==> config.mk <==
export PLATFORM = sky130hd
export DESIGN_NAME = fpec_ctrl
export DESIGN_NICKNAME = d
export VERILOG_FILES = /design/src/verilog/fpec_pkg.sv /design/src/verilog/fpec_block_map.sv /design/src/verilog/fpec_ctrl.sv
export SDC_FILE = /design/constraint.sdc
export NUM_CORES = 1
export LEC_CHECK = 0
export BUFFER_PORTS_ARGS = -buffer_cell sky130_fd_sc_hd__buf_2
export CORE_UTILIZATION = 40
export DETAILED_ROUTE_END_ITERATION = 10
export GPL_ROUTABILITY_DRIVEN = 0
export GPL_TIMING_DRIVEN = 0
export HOLD_SLACK_MARGIN = 0.15
export PLACE_DENSITY_LB_ADDON = 0.3
export SYNTH_ARGS = -nofsm -noshare
export SYNTH_HDL_FRONTEND = slang
export SYNTH_HIERARCHICAL = 1
export SYNTH_SLANG_ARGS = --single-unit
==> constraint.sdc <==
create_clock -name ref_clk_i -period 2.1 [get_ports ref_clk_i]
set_clock_uncertainty 0.15 [all_clocks]
set_input_delay 0.315 -clock ref_clk_i [delete_from_list [all_inputs] [get_ports ref_clk_i]]
set_output_delay 0.315 -clock ref_clk_i [all_outputs]
set_load 0.01 [all_outputs]
==> src/verilog/fpec_pkg.sv <==
// Package for the flash program/erase control block: register offsets,
// field positions, reset values, operating modes and the erase block map.
// Assumes a byte-wide register port decoded on the low address bits.
package fpec_pkg;

	localparam int ADDR_W = 4;
	localparam int DATA_W = 8;
	localparam int ARRAY_ADDR_W = 17;

	// Register offsets, low address bits of the flash control area.
	localparam logic [ADDR_W-1:0] OFS_MODE_CTRL = 4'h0;
	localparam logic [ADDR_W-1:0] OFS_BLOCK_SEL = 4'h2;

	// Bit positions within the mode-control register.
	localparam int BIT_HW_GATE = 7;
	localparam int BIT_SW_GATE = 6;
	localparam int BIT_ERASE_SETUP = 5;
	localparam int BIT_PROG_SETUP = 4;
	localparam int BIT_ERASE_VERIFY = 3;
	localparam int BIT_PROG_VERIFY = 2;
	localparam int BIT_ERASE_GO = 1;
	localparam int BIT_PROG_GO = 0;

	localparam logic [DATA_W-1:0] MODE_CTRL_INIT_HI = 8'h80;
	localparam logic [DATA_W-1:0] MODE_CTRL_INIT_LO = 8'h00;
	localparam logic [DATA_W-1:0] BLOCK_SEL_INIT = 8'h00;
	localparam logic [DATA_W-1:0] READ_ZERO = 8'h00;

	// Operating mode pin encodings.
	localparam logic [2:0] OPMODE_5 = 3'h5;
	localparam logic [2:0] OPMODE_6 = 3'h6;
	localparam logic [2:0] OPMODE_7 = 3'h7;

	// Erase block map: first address of blocks 1-7, ascending; block 0 starts at 0.
	localparam logic [ARRAY_ADDR_W-1:0] BLK1_BASE = 17'h00400;
	localparam logic [ARRAY_ADDR_W-1:0] BLK2_BASE = 17'h00800;
	localparam logic [ARRAY_ADDR_W-1:0] BLK3_BASE = 17'h00c00;
	localparam logic [ARRAY_ADDR_W-1:0] BLK4_BASE = 17'h01000;
	localparam logic [ARRAY_ADDR_W-1:0] BLK5_BASE = 17'h08000;
	localparam logic [ARRAY_ADDR_W-1:0] BLK6_BASE = 17'h10000;
	localparam logic [ARRAY_ADDR_W-1:0] BLK7_BASE = 17'h18000;

	// Mode outputs driven toward the flash array.
	typedef struct packed {
		logic prog_go;
		logic erase_go;
		logic prog_verify;
		logic erase_verify;
		logic prog_setup;
		logic erase_setup;
		logic sw_gate;
	} fpec_mode_t;

endpackage
==> src/verilog/fpec_block_map.sv <==
// Erase block decoder: maps an array address to its one-hot block and
// tells whether the selected block set allows erasing that address.
// Assumes addresses inside the flash array; purely combinational.
`timescale 1ns/100ps

module fpec_block_map #(
	parameter int ADDR_W = fpec_pkg::ARRAY_ADDR_W
) (
	input wire logic [ADDR_W-1:0] addr_i,
	input wire logic [7:0] block_select_bits_i,
	output logic [7:0] block_hit_o,
	output logic erasable_o
);

	always_comb begin
		block_hit_o = 8'h00;
		if (addr_i >= fpec_pkg::BLK7_BASE) begin
			block_hit_o[7] = 1'b1;
		end else if (addr_i >= fpec_pkg::BLK6_BASE) begin
			block_hit_o[6] = 1'b1;
		end else if (addr_i >= fpec_pkg::BLK5_BASE) begin
			block_hit_o[5] = 1'b1;
		end else if (addr_i >= fpec_pkg::BLK4_BASE) begin
			block_hit_o[4] = 1'b1;
		end else if (addr_i >= fpec_pkg::BLK3_BASE) begin
			block_hit_o[3] = 1'b1;
		end else if (addr_i >= fpec_pkg::BLK2_BASE) begin
			block_hit_o[2] = 1'b1;
		end else if (addr_i >= fpec_pkg::BLK1_BASE) begin
			block_hit_o[1] = 1'b1;
		end else begin
			block_hit_o[0] = 1'b1;
		end
	end

	// Unselected blocks stay protected.
	assign erasable_o = |(block_hit_o & block_select_bits_i);

endmodule

==> src/verilog/fpec_ctrl.sv <==
// Flash program/erase control registers and mode sequencing.
// Assumes a byte register port with one-cycle strobes and read data in the
// following cycle, mode pins and standby levels synchronous to ref_clk_i.
//
// Contract
// - Mode-control bit 7 mirrors the write-enable pin, read-only.
// - Mode-control initial value is 80 with pin high, 00 with pin low.
// - Mode-control returns to initial value on reset and either standby.
// - Software gate settable only with pin high; clear disables program and erase (here it only clears block select and locks the other bits as written).
// - Setup and verify bits writable only when pin and software gate are 1.
// - Erase-go writable only when pin, software gate and erase-setup are 1.
// - Program-go writable only when pin, software gate and program-setup are 1.
// - Program mode: software gate, then program-setup, then program-go.
// - Erase mode: software gate, then erase-setup, then erase-go.
// - In single-chip normal mode no mode-control bit can be set.
// - With on-chip flash disabled mode-control reads 00, writes ignored.
// - Block select clears on reset, standby, pin low, or software gate 0.
// - Each set block-select bit makes its block erasable; others protected.
// - Block-select bits not settable until software gate is 1.
// - Block select reads zero, read-only, in modes 1-4 and 6.
// - Blocks 0-3 are 1 kbyte, block 4 to 07fff, 5-7 32 kbytes.
`timescale 1ns/100ps

module fpec_ctrl #(
	parameter int ADDR_W = fpec_pkg::ADDR_W,
	parameter int ARRAY_ADDR_W = fpec_pkg::ARRAY_ADDR_W
) (
	input wire logic ref_clk_i,
	input wire logic rst_b_i,
	input wire logic hw_program_gate_i,
	input wire logic [2:0] op_mode_i,
	input wire logic hw_standby_i,
	input wire logic sw_standby_i,
	input wire logic [ADDR_W-1:0] reg_addr_i,
	input wire logic [7:0] reg_wdata_i,
	input wire logic reg_wr_i,
	input wire logic reg_rd_i,
	input wire logic [ARRAY_ADDR_W-1:0] erase_addr_i,
	output logic [7:0] reg_rdata_o,
	output fpec_pkg::fpec_mode_t mode_o,
	output logic [7:0] block_select_bits_o,
	output logic erase_allowed_o
);

	fpec_pkg::fpec_mode_t mode_reg;
	fpec_pkg::fpec_mode_t mode_next;
	logic [7:0] block_sel_reg;
	logic [7:0] block_sel_next;
	logic [7:0] rdata_reg;
	logic [7:0] rdata_next;
	logic erase_allowed_reg;
	logic erasable;
	logic flash_on;
	logic block_rw;
	logic pin_ok;
	logic gate_ok;
	logic standby;
	logic wr_mode;
	logic wr_block;

	function automatic logic [7:0] mode_image(input fpec_pkg::fpec_mode_t m, input logic pin);
		logic [7:0] v;
		v = 8'h00;
		v[fpec_pkg::BIT_HW_GATE] = pin;
		v[fpec_pkg::BIT_SW_GATE] = m.sw_gate;
		v[fpec_pkg::BIT_ERASE_SETUP] = m.erase_setup;
		v[fpec_pkg::BIT_PROG_SETUP] = m.prog_setup;
		v[fpec_pkg::BIT_ERASE_VERIFY] = m.erase_verify;
		v[fpec_pkg::BIT_PROG_VERIFY] = m.prog_verify;
		v[fpec_pkg::BIT_ERASE_GO] = m.erase_go;
		v[fpec_pkg::BIT_PROG_GO] = m.prog_go;
		return v;
	endfunction

	// On-chip flash is enabled only in modes 5, 6 and 7.
	assign flash_on = (op_mode_i == fpec_pkg::OPMODE_5) ||
		(op_mode_i == fpec_pkg::OPMODE_6) || (op_mode_i == fpec_pkg::OPMODE_7);
	assign block_rw = (op_mode_i == fpec_pkg::OPMODE_5) ||
		(op_mode_i == fpec_pkg::OPMODE_7);
	// The pin must be held low in mode 6; gating here keeps bits clear even if it is not.
	assign pin_ok = hw_program_gate_i && (op_mode_i != fpec_pkg::OPMODE_6);
	assign gate_ok = pin_ok && mode_reg.sw_gate;
	assign standby = hw_standby_i || sw_standby_i;
	assign wr_mode = reg_wr_i && (reg_addr_i == fpec_pkg::OFS_MODE_CTRL) && flash_on;
	assign wr_block = reg_wr_i && (reg_addr_i == fpec_pkg::OFS_BLOCK_SEL) && block_rw;

	// Each bit is judged on its own enabling condition so a refused bit keeps its value.
	always_comb begin
		mode_next = mode_reg;
		if (!pin_ok) begin
			// Dropping the pin clears the whole sequence at once.
			mode_next = '0;
		end else if (wr_mode) begin
			mode_next.sw_gate = reg_wdata_i[fpec_pkg::BIT_SW_GATE];
			if (mode_reg.sw_gate) begin
				mode_next.erase_setup = reg_wdata_i[fpec_pkg::BIT_ERASE_SETUP];
				mode_next.prog_setup = reg_wdata_i[fpec_pkg::BIT_PROG_SETUP];
				mode_next.erase_verify = reg_wdata_i[fpec_pkg::BIT_ERASE_VERIFY];
				mode_next.prog_verify = reg_wdata_i[fpec_pkg::BIT_PROG_VERIFY];
			end
			if (mode_reg.sw_gate && mode_reg.erase_setup) begin
				mode_next.erase_go = reg_wdata_i[fpec_pkg::BIT_ERASE_GO];
			end
			if (mode_reg.sw_gate && mode_reg.prog_setup) begin
				mode_next.prog_go = reg_wdata_i[fpec_pkg::BIT_PROG_GO];
			end
		end
	end

	always_ff @(posedge ref_clk_i or negedge rst_b_i) begin
		if (!rst_b_i) begin
			mode_reg <= '0;
		end else if (standby) begin
			mode_reg <= '0;
		end else begin
			mode_reg <= mode_next;
		end
	end

	always_comb begin
		block_sel_next = block_sel_reg;
		if (!gate_ok || !block_rw) begin
			block_sel_next = fpec_pkg::BLOCK_SEL_INIT;
		end else if (wr_block) begin
			block_sel_next = reg_wdata_i;
		end
	end

	always_ff @(posedge ref_clk_i or negedge rst_b_i) begin
		if (!rst_b_i) begin
			block_sel_reg <= fpec_pkg::BLOCK_SEL_INIT;
		end else if (standby) begin
			block_sel_reg <= fpec_pkg::BLOCK_SEL_INIT;
		end else begin
			block_sel_reg <= block_sel_next;
		end
	end

	// Read data are captured so they stand exactly one cycle after the strobe.
	always_comb begin
		rdata_next = fpec_pkg::READ_ZERO;
		if (reg_rd_i) begin
			case (reg_addr_i)
				fpec_pkg::OFS_MODE_CTRL: begin
					if (flash_on) begin
						rdata_next = mode_image(mode_reg, hw_program_gate_i);
					end
				end
				fpec_pkg::OFS_BLOCK_SEL: begin
					if (block_rw) begin
						rdata_next = block_sel_reg;
					end
				end
				default: begin
					rdata_next = fpec_pkg::READ_ZERO;
				end
			endcase
		end
	end

	always_ff @(posedge ref_clk_i or negedge rst_b_i) begin
		if (!rst_b_i) begin
			rdata_reg <= fpec_pkg::READ_ZERO;
		end else begin
			rdata_reg <= rdata_next;
		end
	end

	fpec_block_map #(
		.ADDR_W(ARRAY_ADDR_W)
	) u_block_map (
		.addr_i(erase_addr_i),
		.block_select_bits_i(block_sel_reg),
		.block_hit_o(),
		.erasable_o(erasable)
	);

	// Registered so every output comes from a flip-flop; one cycle of latency.
	always_ff @(posedge ref_clk_i or negedge rst_b_i) begin
		if (!rst_b_i) begin
			erase_allowed_reg <= 1'b0;
		end else begin
			erase_allowed_reg <= erasable && mode_reg.erase_go;
		end
	end

	assign reg_rdata_o = rdata_reg;
	assign mode_o = mode_reg;
	assign block_select_bits_o = block_sel_reg;
	assign erase_allowed_o = erase_allowed_reg;

endmodule

==> results by group, run 1 <==
Hold path
  • WHS Path Cells: 4
  • Hold WC Path Type: input pin to register
  • Worst Hold Launch: hw_standby_i
  • WHS Endpoint: mode_o[2]

STA
  • Minimum clock period: 2.05 ns
  • RSZ-0062 raised after global routing: false
  • Final Hold Fails: 0
  • Setup-failing EPs final: 0
  • Final period utilization: 0.977
  • Fmax: around 500 MHz
  • Max-slew violation count: 0
  • Hold WS: 0.184 ns
  • TNS Setup: 0 ns
  • Slew Limit Headroom: 0.520
  • Slew @ Worst Pin: just over 0.7 ns

Final layout
  • Final nets: 233
  • Share of cells above drive strength 1: 0.347
  • Diode count: 0
  • Non-Filler Instances: approximately 240
  • Area grow syn2layout: 37.5%
  • Commonest non-fill, non-tap cell in the layout: buf_2
  • Commonest cells after routing, fill and taps aside: buf_2, nand3_1, dfrtp_1
  • Finished Cell Area: 1750 µm²

Power
  • Leakage: 0.775 nW
  • Cell area power density: 520 nW/µm²
  • Pwr Total: a little over 900 µW
  • Max IR drop VDD: 0.256 mV

Floorplanning
  • Core area: about 3000 µm²
  • IO Count: 63
  • Die height: between 50 and 60 µm
  • Die ar.: 3410 µm²
  • Starting density of the core: 0.421
  • Cell Rows: 20
  • Die X: 58.4 µm

Logic synthesis
  • Syn_nets: 165
  • Post-Syn Area: 1270 µm²
  • Avg Cell Area, Syn: slightly above 10 µm²
  • Synth warn: 6
  • Syn Inst Count: 126

Clock tree
  • CTS Buf Count: 3
  • Clock buffer depth: 2
  • Reg clk slew, reported paths: 0.14 ns
  • Clock root buffer: clkbuf_4
  • CTS Sinks: 24
  • CTS tree: yes
  • Post-CTS Setup Inserts: 0
  • Worst-Skew Late Latency: 0.32 ns
  • H-tree levels: 1

Run
  • Max-cap violation count: 0

Critical path
  • FF-to-FF End: erase_allowed_o
  • Endpoint class of the critical path: register
  • Critical path type: register to register
  • CP max stage delay: roughly 0.48 ns
  • Crit path max-delay cell type: mux4_2
  • Reg2reg setup slack: 0.05 ns
  • Most frequent cell on the critical path: mux4_2
  • Reg2Reg Depth: 4
  • WP data required: 2.18 ns
  • Setup crit start kind: register
  • Worst-path maximum fanout: 4
  • CP arrival: between 2 and 2.5 ns
  • CP Cell Sequence: mux4_2, mux2_2, mux4_2, and2_1
  • R2R Path Start: block_select_bits_o[3]

Placement
  • Placed cell count: 222
  • IO buf count: 52
  • Area after DPL: around 1600 µm²
  • HPWL Detailed: 2.66 mm

Global route
  • Largest net degree at the start of global routing: 25
  • Tot GR Track Use: 0.222
  • Initial antenna violation count: 0
  • First-pass GRT wire length: approximately 5.7 mm
  • Vias in the first global route: 1,268
  • Total gr overflow: 0

Detailed routing
  • Via count: 1,280
  • Routed Antenna Nets: 0
  • Drt drc: 0
  • First-iteration detailed-routing DRC count: 27
  • Wirelength per Cell: 14.7 µm
  • Initial DRT Pass Iterations: 4
  • Drt via density: 5.40
  • Drt total wl: between 3 and 4 mm

Outcome
  • Status: complete, no violations
-- worst max path at each step --
stage / start / to / slack [ns] / depth (start not counted)
after detailed placement: erase_addr_i[10] / erase_allowed_o / 0.07 / 5
final: block_select_bits_o[3] / erase_allowed_o / 0.05 / 4
after floorplan: block_select_bits_o[3] / erase_allowed_o / 0.12 / 4
after global placement: erase_addr_i[10] / erase_allowed_o / 0.08 / 5
after global routing: block_select_bits_o[3] / erase_allowed_o / 0.009 / 4
after CTS: block_select_bits_o[3] / erase_allowed_o / 0.06 / 4
-- critical path, delay by kind of cell (launching register included) --
kind | cells | cell delay (ns)
flip-flops | 1 | 0.46
AND/OR/NAND/NOR | 1 | 0.17
multiplexers | 3 | 1.19
-- timing repair --
item	in CTS	in global routing
gates resized for setup	0	0
hold endpoints to repair	46	0
hold buffers	11	0
-- layout make-up --
type                    instances  area (µm²)
plain buffers                   8        35.0
clock buffers                   3        22.5
clock inverters                 1        30.0
fillers                       291        1280
inverters                       1        3.75
multi-input cells              93         634
flip-flops and latches         24         601
well taps                      44        55.1
repair buffers                 63         370
-- stage by stage --
stage	util	worst slack, ns
detailed placement	0.525	0.0724
CTS	0.579	0.0645
global placement	0.525	0.0841
finish	0.579	0.0477
floorplan	-	0.119
global route	0.579	0.00930
-- registers in the layout, indices dropped and copies added (netlist names) --
register / flops
block_select_bits_o: 8
reg_rdata_o: 8
erase_allowed_o: 1
mode_o: 7
-- report_power, final --
| group | switching, mW | leakage, nW | internal (mW) | total (mW) |
|---|---|---|---|---|
| clock | 0.149 | 0.0279 | 0.193 | 0.342 |
| combinational | 0.0592 | 0.412 | 0.0481 | 0.107 |
| sequential | 0.0000500 | 0.335 | 0.462 | 0.462 |
-- metal layers --
metal  wire length, µm  share of wire  track usage
met1              1500           0.43        0.265
met3               139          0.040       0.0220
met4                26         0.0074       0.0510
met2              1830           0.52        0.427
met5                 0              0            0
Note: power is estimated with default switching activity, not from simulation.
==> inputs of run 2 (changes only) <==
--- a/config.mk
+++ b/config.mk
@@ -14,5 +14,4 @@
 export PLACE_DENSITY_LB_ADDON = 0.3
 export SYNTH_ARGS = -nofsm -noshare
 export SYNTH_HDL_FRONTEND = slang
-export SYNTH_HIERARCHICAL = 1
 export SYNTH_SLANG_ARGS = --single-unit
==> results by group, run 2 <==
Outcome
  • Status: complete, no violations

Floorplanning
  • Die X: 58.3 µm
  • IO Count: 63
  • Starting density of the core: 0.419
  • Cell Rows: 20
  • Core area: 3030 µm²
  • Die ar.: 3400 µm²
  • Die height: 58.3 µm

STA
  • Fmax: 560 MHz
  • Slew @ Worst Pin: between 0.7 and 0.8 ns
  • Slew Limit Headroom: 0.464
  • Final Hold Fails: 0
  • TNS Setup: 0 ns
  • Final period utilization: 0.850
  • RSZ-0062 raised after global routing: false
  • Setup-failing EPs final: 0
  • Minimum clock period: 1.79 ns
  • Max-slew violation count: 0

Clock tree
  • Clock buffer depth: 2
  • CTS Sinks: 24
  • Worst-Skew Late Latency: 0.33 ns
  • Clock root buffer: clkbuf_4
  • CTS Buf Count: 3
  • CTS tree: yes
  • H-tree levels: 1
  • Reg clk slew, reported paths: 0.14 ns

Final layout
  • Share of cells above drive strength 1: 0.330
  • Area grow syn2layout: 38.9%
  • Final nets: 237
  • Commonest non-fill, non-tap cell in the layout: buf_2
  • Commonest cells after routing, fill and taps aside: buf_2, nand3_1, dfrtp_1
  • Diode count: 0

Logic synthesis
  • Sequential fraction of the synthesis area: 0.474
  • Synth warn: 0
  • Flops & latches, synth: 24
  • Avg Cell Area, Syn: between 9 and 10 µm²
  • Area leader, netlist: dfrtp_1
  • Top cells by area, synth: dfrtp_1, nand3_1, mux2i_1, a21boi_0, nand4_1
  • Asr flop ratio synth: 1.00
  • Netlist cell types: 29
  • Syn_nets: 168
  • Post-Syn Area: ~1300 µm²
  • Top FF cell, synth: dfrtp_1
  • Leading cell types by count after synthesis: nand3_1, dfrtp_1, mux2i_1, nand4_1
  • Top-area cell type share of the netlist area: 0.474
  • Most frequent cell after synthesis: nand3_1
  • EDFF count, synth: 0
  • Syn Inst Count: 129

Hold path
  • Hold WC Path Type: input pin to register

Critical path
  • Crit path max-delay cell type: dlygate4sd3_1
  • Kind of cell adding the most delay to the critical path: simple AND/OR/NAND/NOR gates
  • Crit path buffers/inverters: 2
  • WP data required: 2.19 ns
  • Setup crit start kind: input pin
  • Endpoint class of the critical path: register
  • CP max stage delay: roughly 0.53 ns
  • CP arrival: 1.87 ns
  • Worst-path maximum fanout: 8
  • Critical path type: input pin to register
  • CP Cell Sequence: dlygate4sd3_1, buf_2, nor3b_2, nand4_1, a21oi_1

Detailed routing
  • Routed Antenna Nets: 0
  • Wirelength per Cell: 13.8 µm
  • Via count: around 1.3k
  • First-iteration detailed-routing DRC count: 50
  • Drt via density: 5.42
  • Initial DRT Pass Iterations: 4
  • Drt total wl: 3.33 mm
  • Drt drc: 0

Global route
  • Total gr overflow: 0
  • Initial antenna violation count: 0
  • Vias in the first global route: about 1.2k
  • Largest net degree at the start of global routing: 25
  • First-pass GRT wire length: 5.64 mm
  • Tot GR Track Use: 0.215

Power
  • Max IR drop VDD: 0.345 mV
  • Cell area power density: 515 nW/µm²
  • Leakage: 0.790 nW
  • Pwr Total: 906 µW

Placement
  • HPWL Detailed: 2.53 mm
  • IO buf count: 52

Run
  • Max-cap violation count: 0
==> run 2: routing by layer <==
layer / up-vias / global-route usage / part of all wire
met5: - / 0 / 0
met4: 0 / 0.0510 / 0.011
met3: 4 / 0.0505 / 0.074
met2: 55 / 0.361 / 0.50
met1: 625 / 0.282 / 0.41
li1: 623 / - / -
==> run 2: cells by family (layout without fill, tap and decap cells) <==
kind of cell | count (synthesis) | count (layout) | share of synthesized area
AOI/OAI and AO/OA | 25 | 25 | 0.118
muxes | 10 | 10 | 0.0888
and+or+nand+nor | 61 | 61 | 0.288
buffers and inverters | 9 | 77 | 0.0306
DFF | 24 | 24 | 0.474
==> run 2: tightest hold or removal path: stages <==
cell and delay [ns]:
buf_2 0.09, nor3b_2 0.07, nand3_1 0.08, mux2i_1 0.06
==> run 2: what timing repair did <==
item                                    4_1_cts  5_1_grt
endpoints found under the hold margin        48        0
gates resized for setup                       0        1
endpoints found under the setup margin        0       14
setup buffers                                 0        0
hold buffers                                 12        0
==> run 2: cell type report <==
class                      count  area [µm²]
buffer                         8        35.0
clock buffer                   3        22.5
clock inverter                 1        30.0
fill                         278        1270
inverter                       1        3.75
multi-input combinational     96         633
sequential                    24         601
tap                           44        55.1
timing repair buffer          64         380
==> run 2: power by group <==
| group | internal (mW) | switching (mW) |
|---|---|---|
| Combinational | 0.0489 | 0.0590 |
| Sequential | 0.462 | 0.0000530 |
| Clock | 0.193 | 0.142 |
| Total | 0.704 | 0.201 |
==> run 2: worst paths after layout <==
path	startpoint	end	slack, ns	depth (start not counted)
worst max-delay path	hw_program_gate_i	block_select_bits_o[7]	0.31	5
worst min-delay path	sw_standby_i	mode_o[0]	0.16	4
worst max register to register	block_select_bits_o[3]	erase_allowed_o	0.45	3
worst min register to register	mode_o[6]	mode_o[6]	0.45	2
max in group asynchronous	rst_b_i	block_select_bits_o[7]	1.09	2
min in group asynchronous	rst_b_i	block_select_bits_o[0]	0.33	2
==> run 2: stage by stage <==
stage	instances	cell area [µm²]	hold WS [ns]	utilization	worst slack, ns
after floorplan	129	1270	-0.131	-	0.487
after global placement	225	1580	0.163	0.523	0.230
after detailed placement	225	1580	0.172	0.523	0.214
after CTS	241	1760	0.188	0.580	0.0476
after global routing	241	1760	0.156	0.581	0.183
final	241	1760	0.161	0.581	0.314
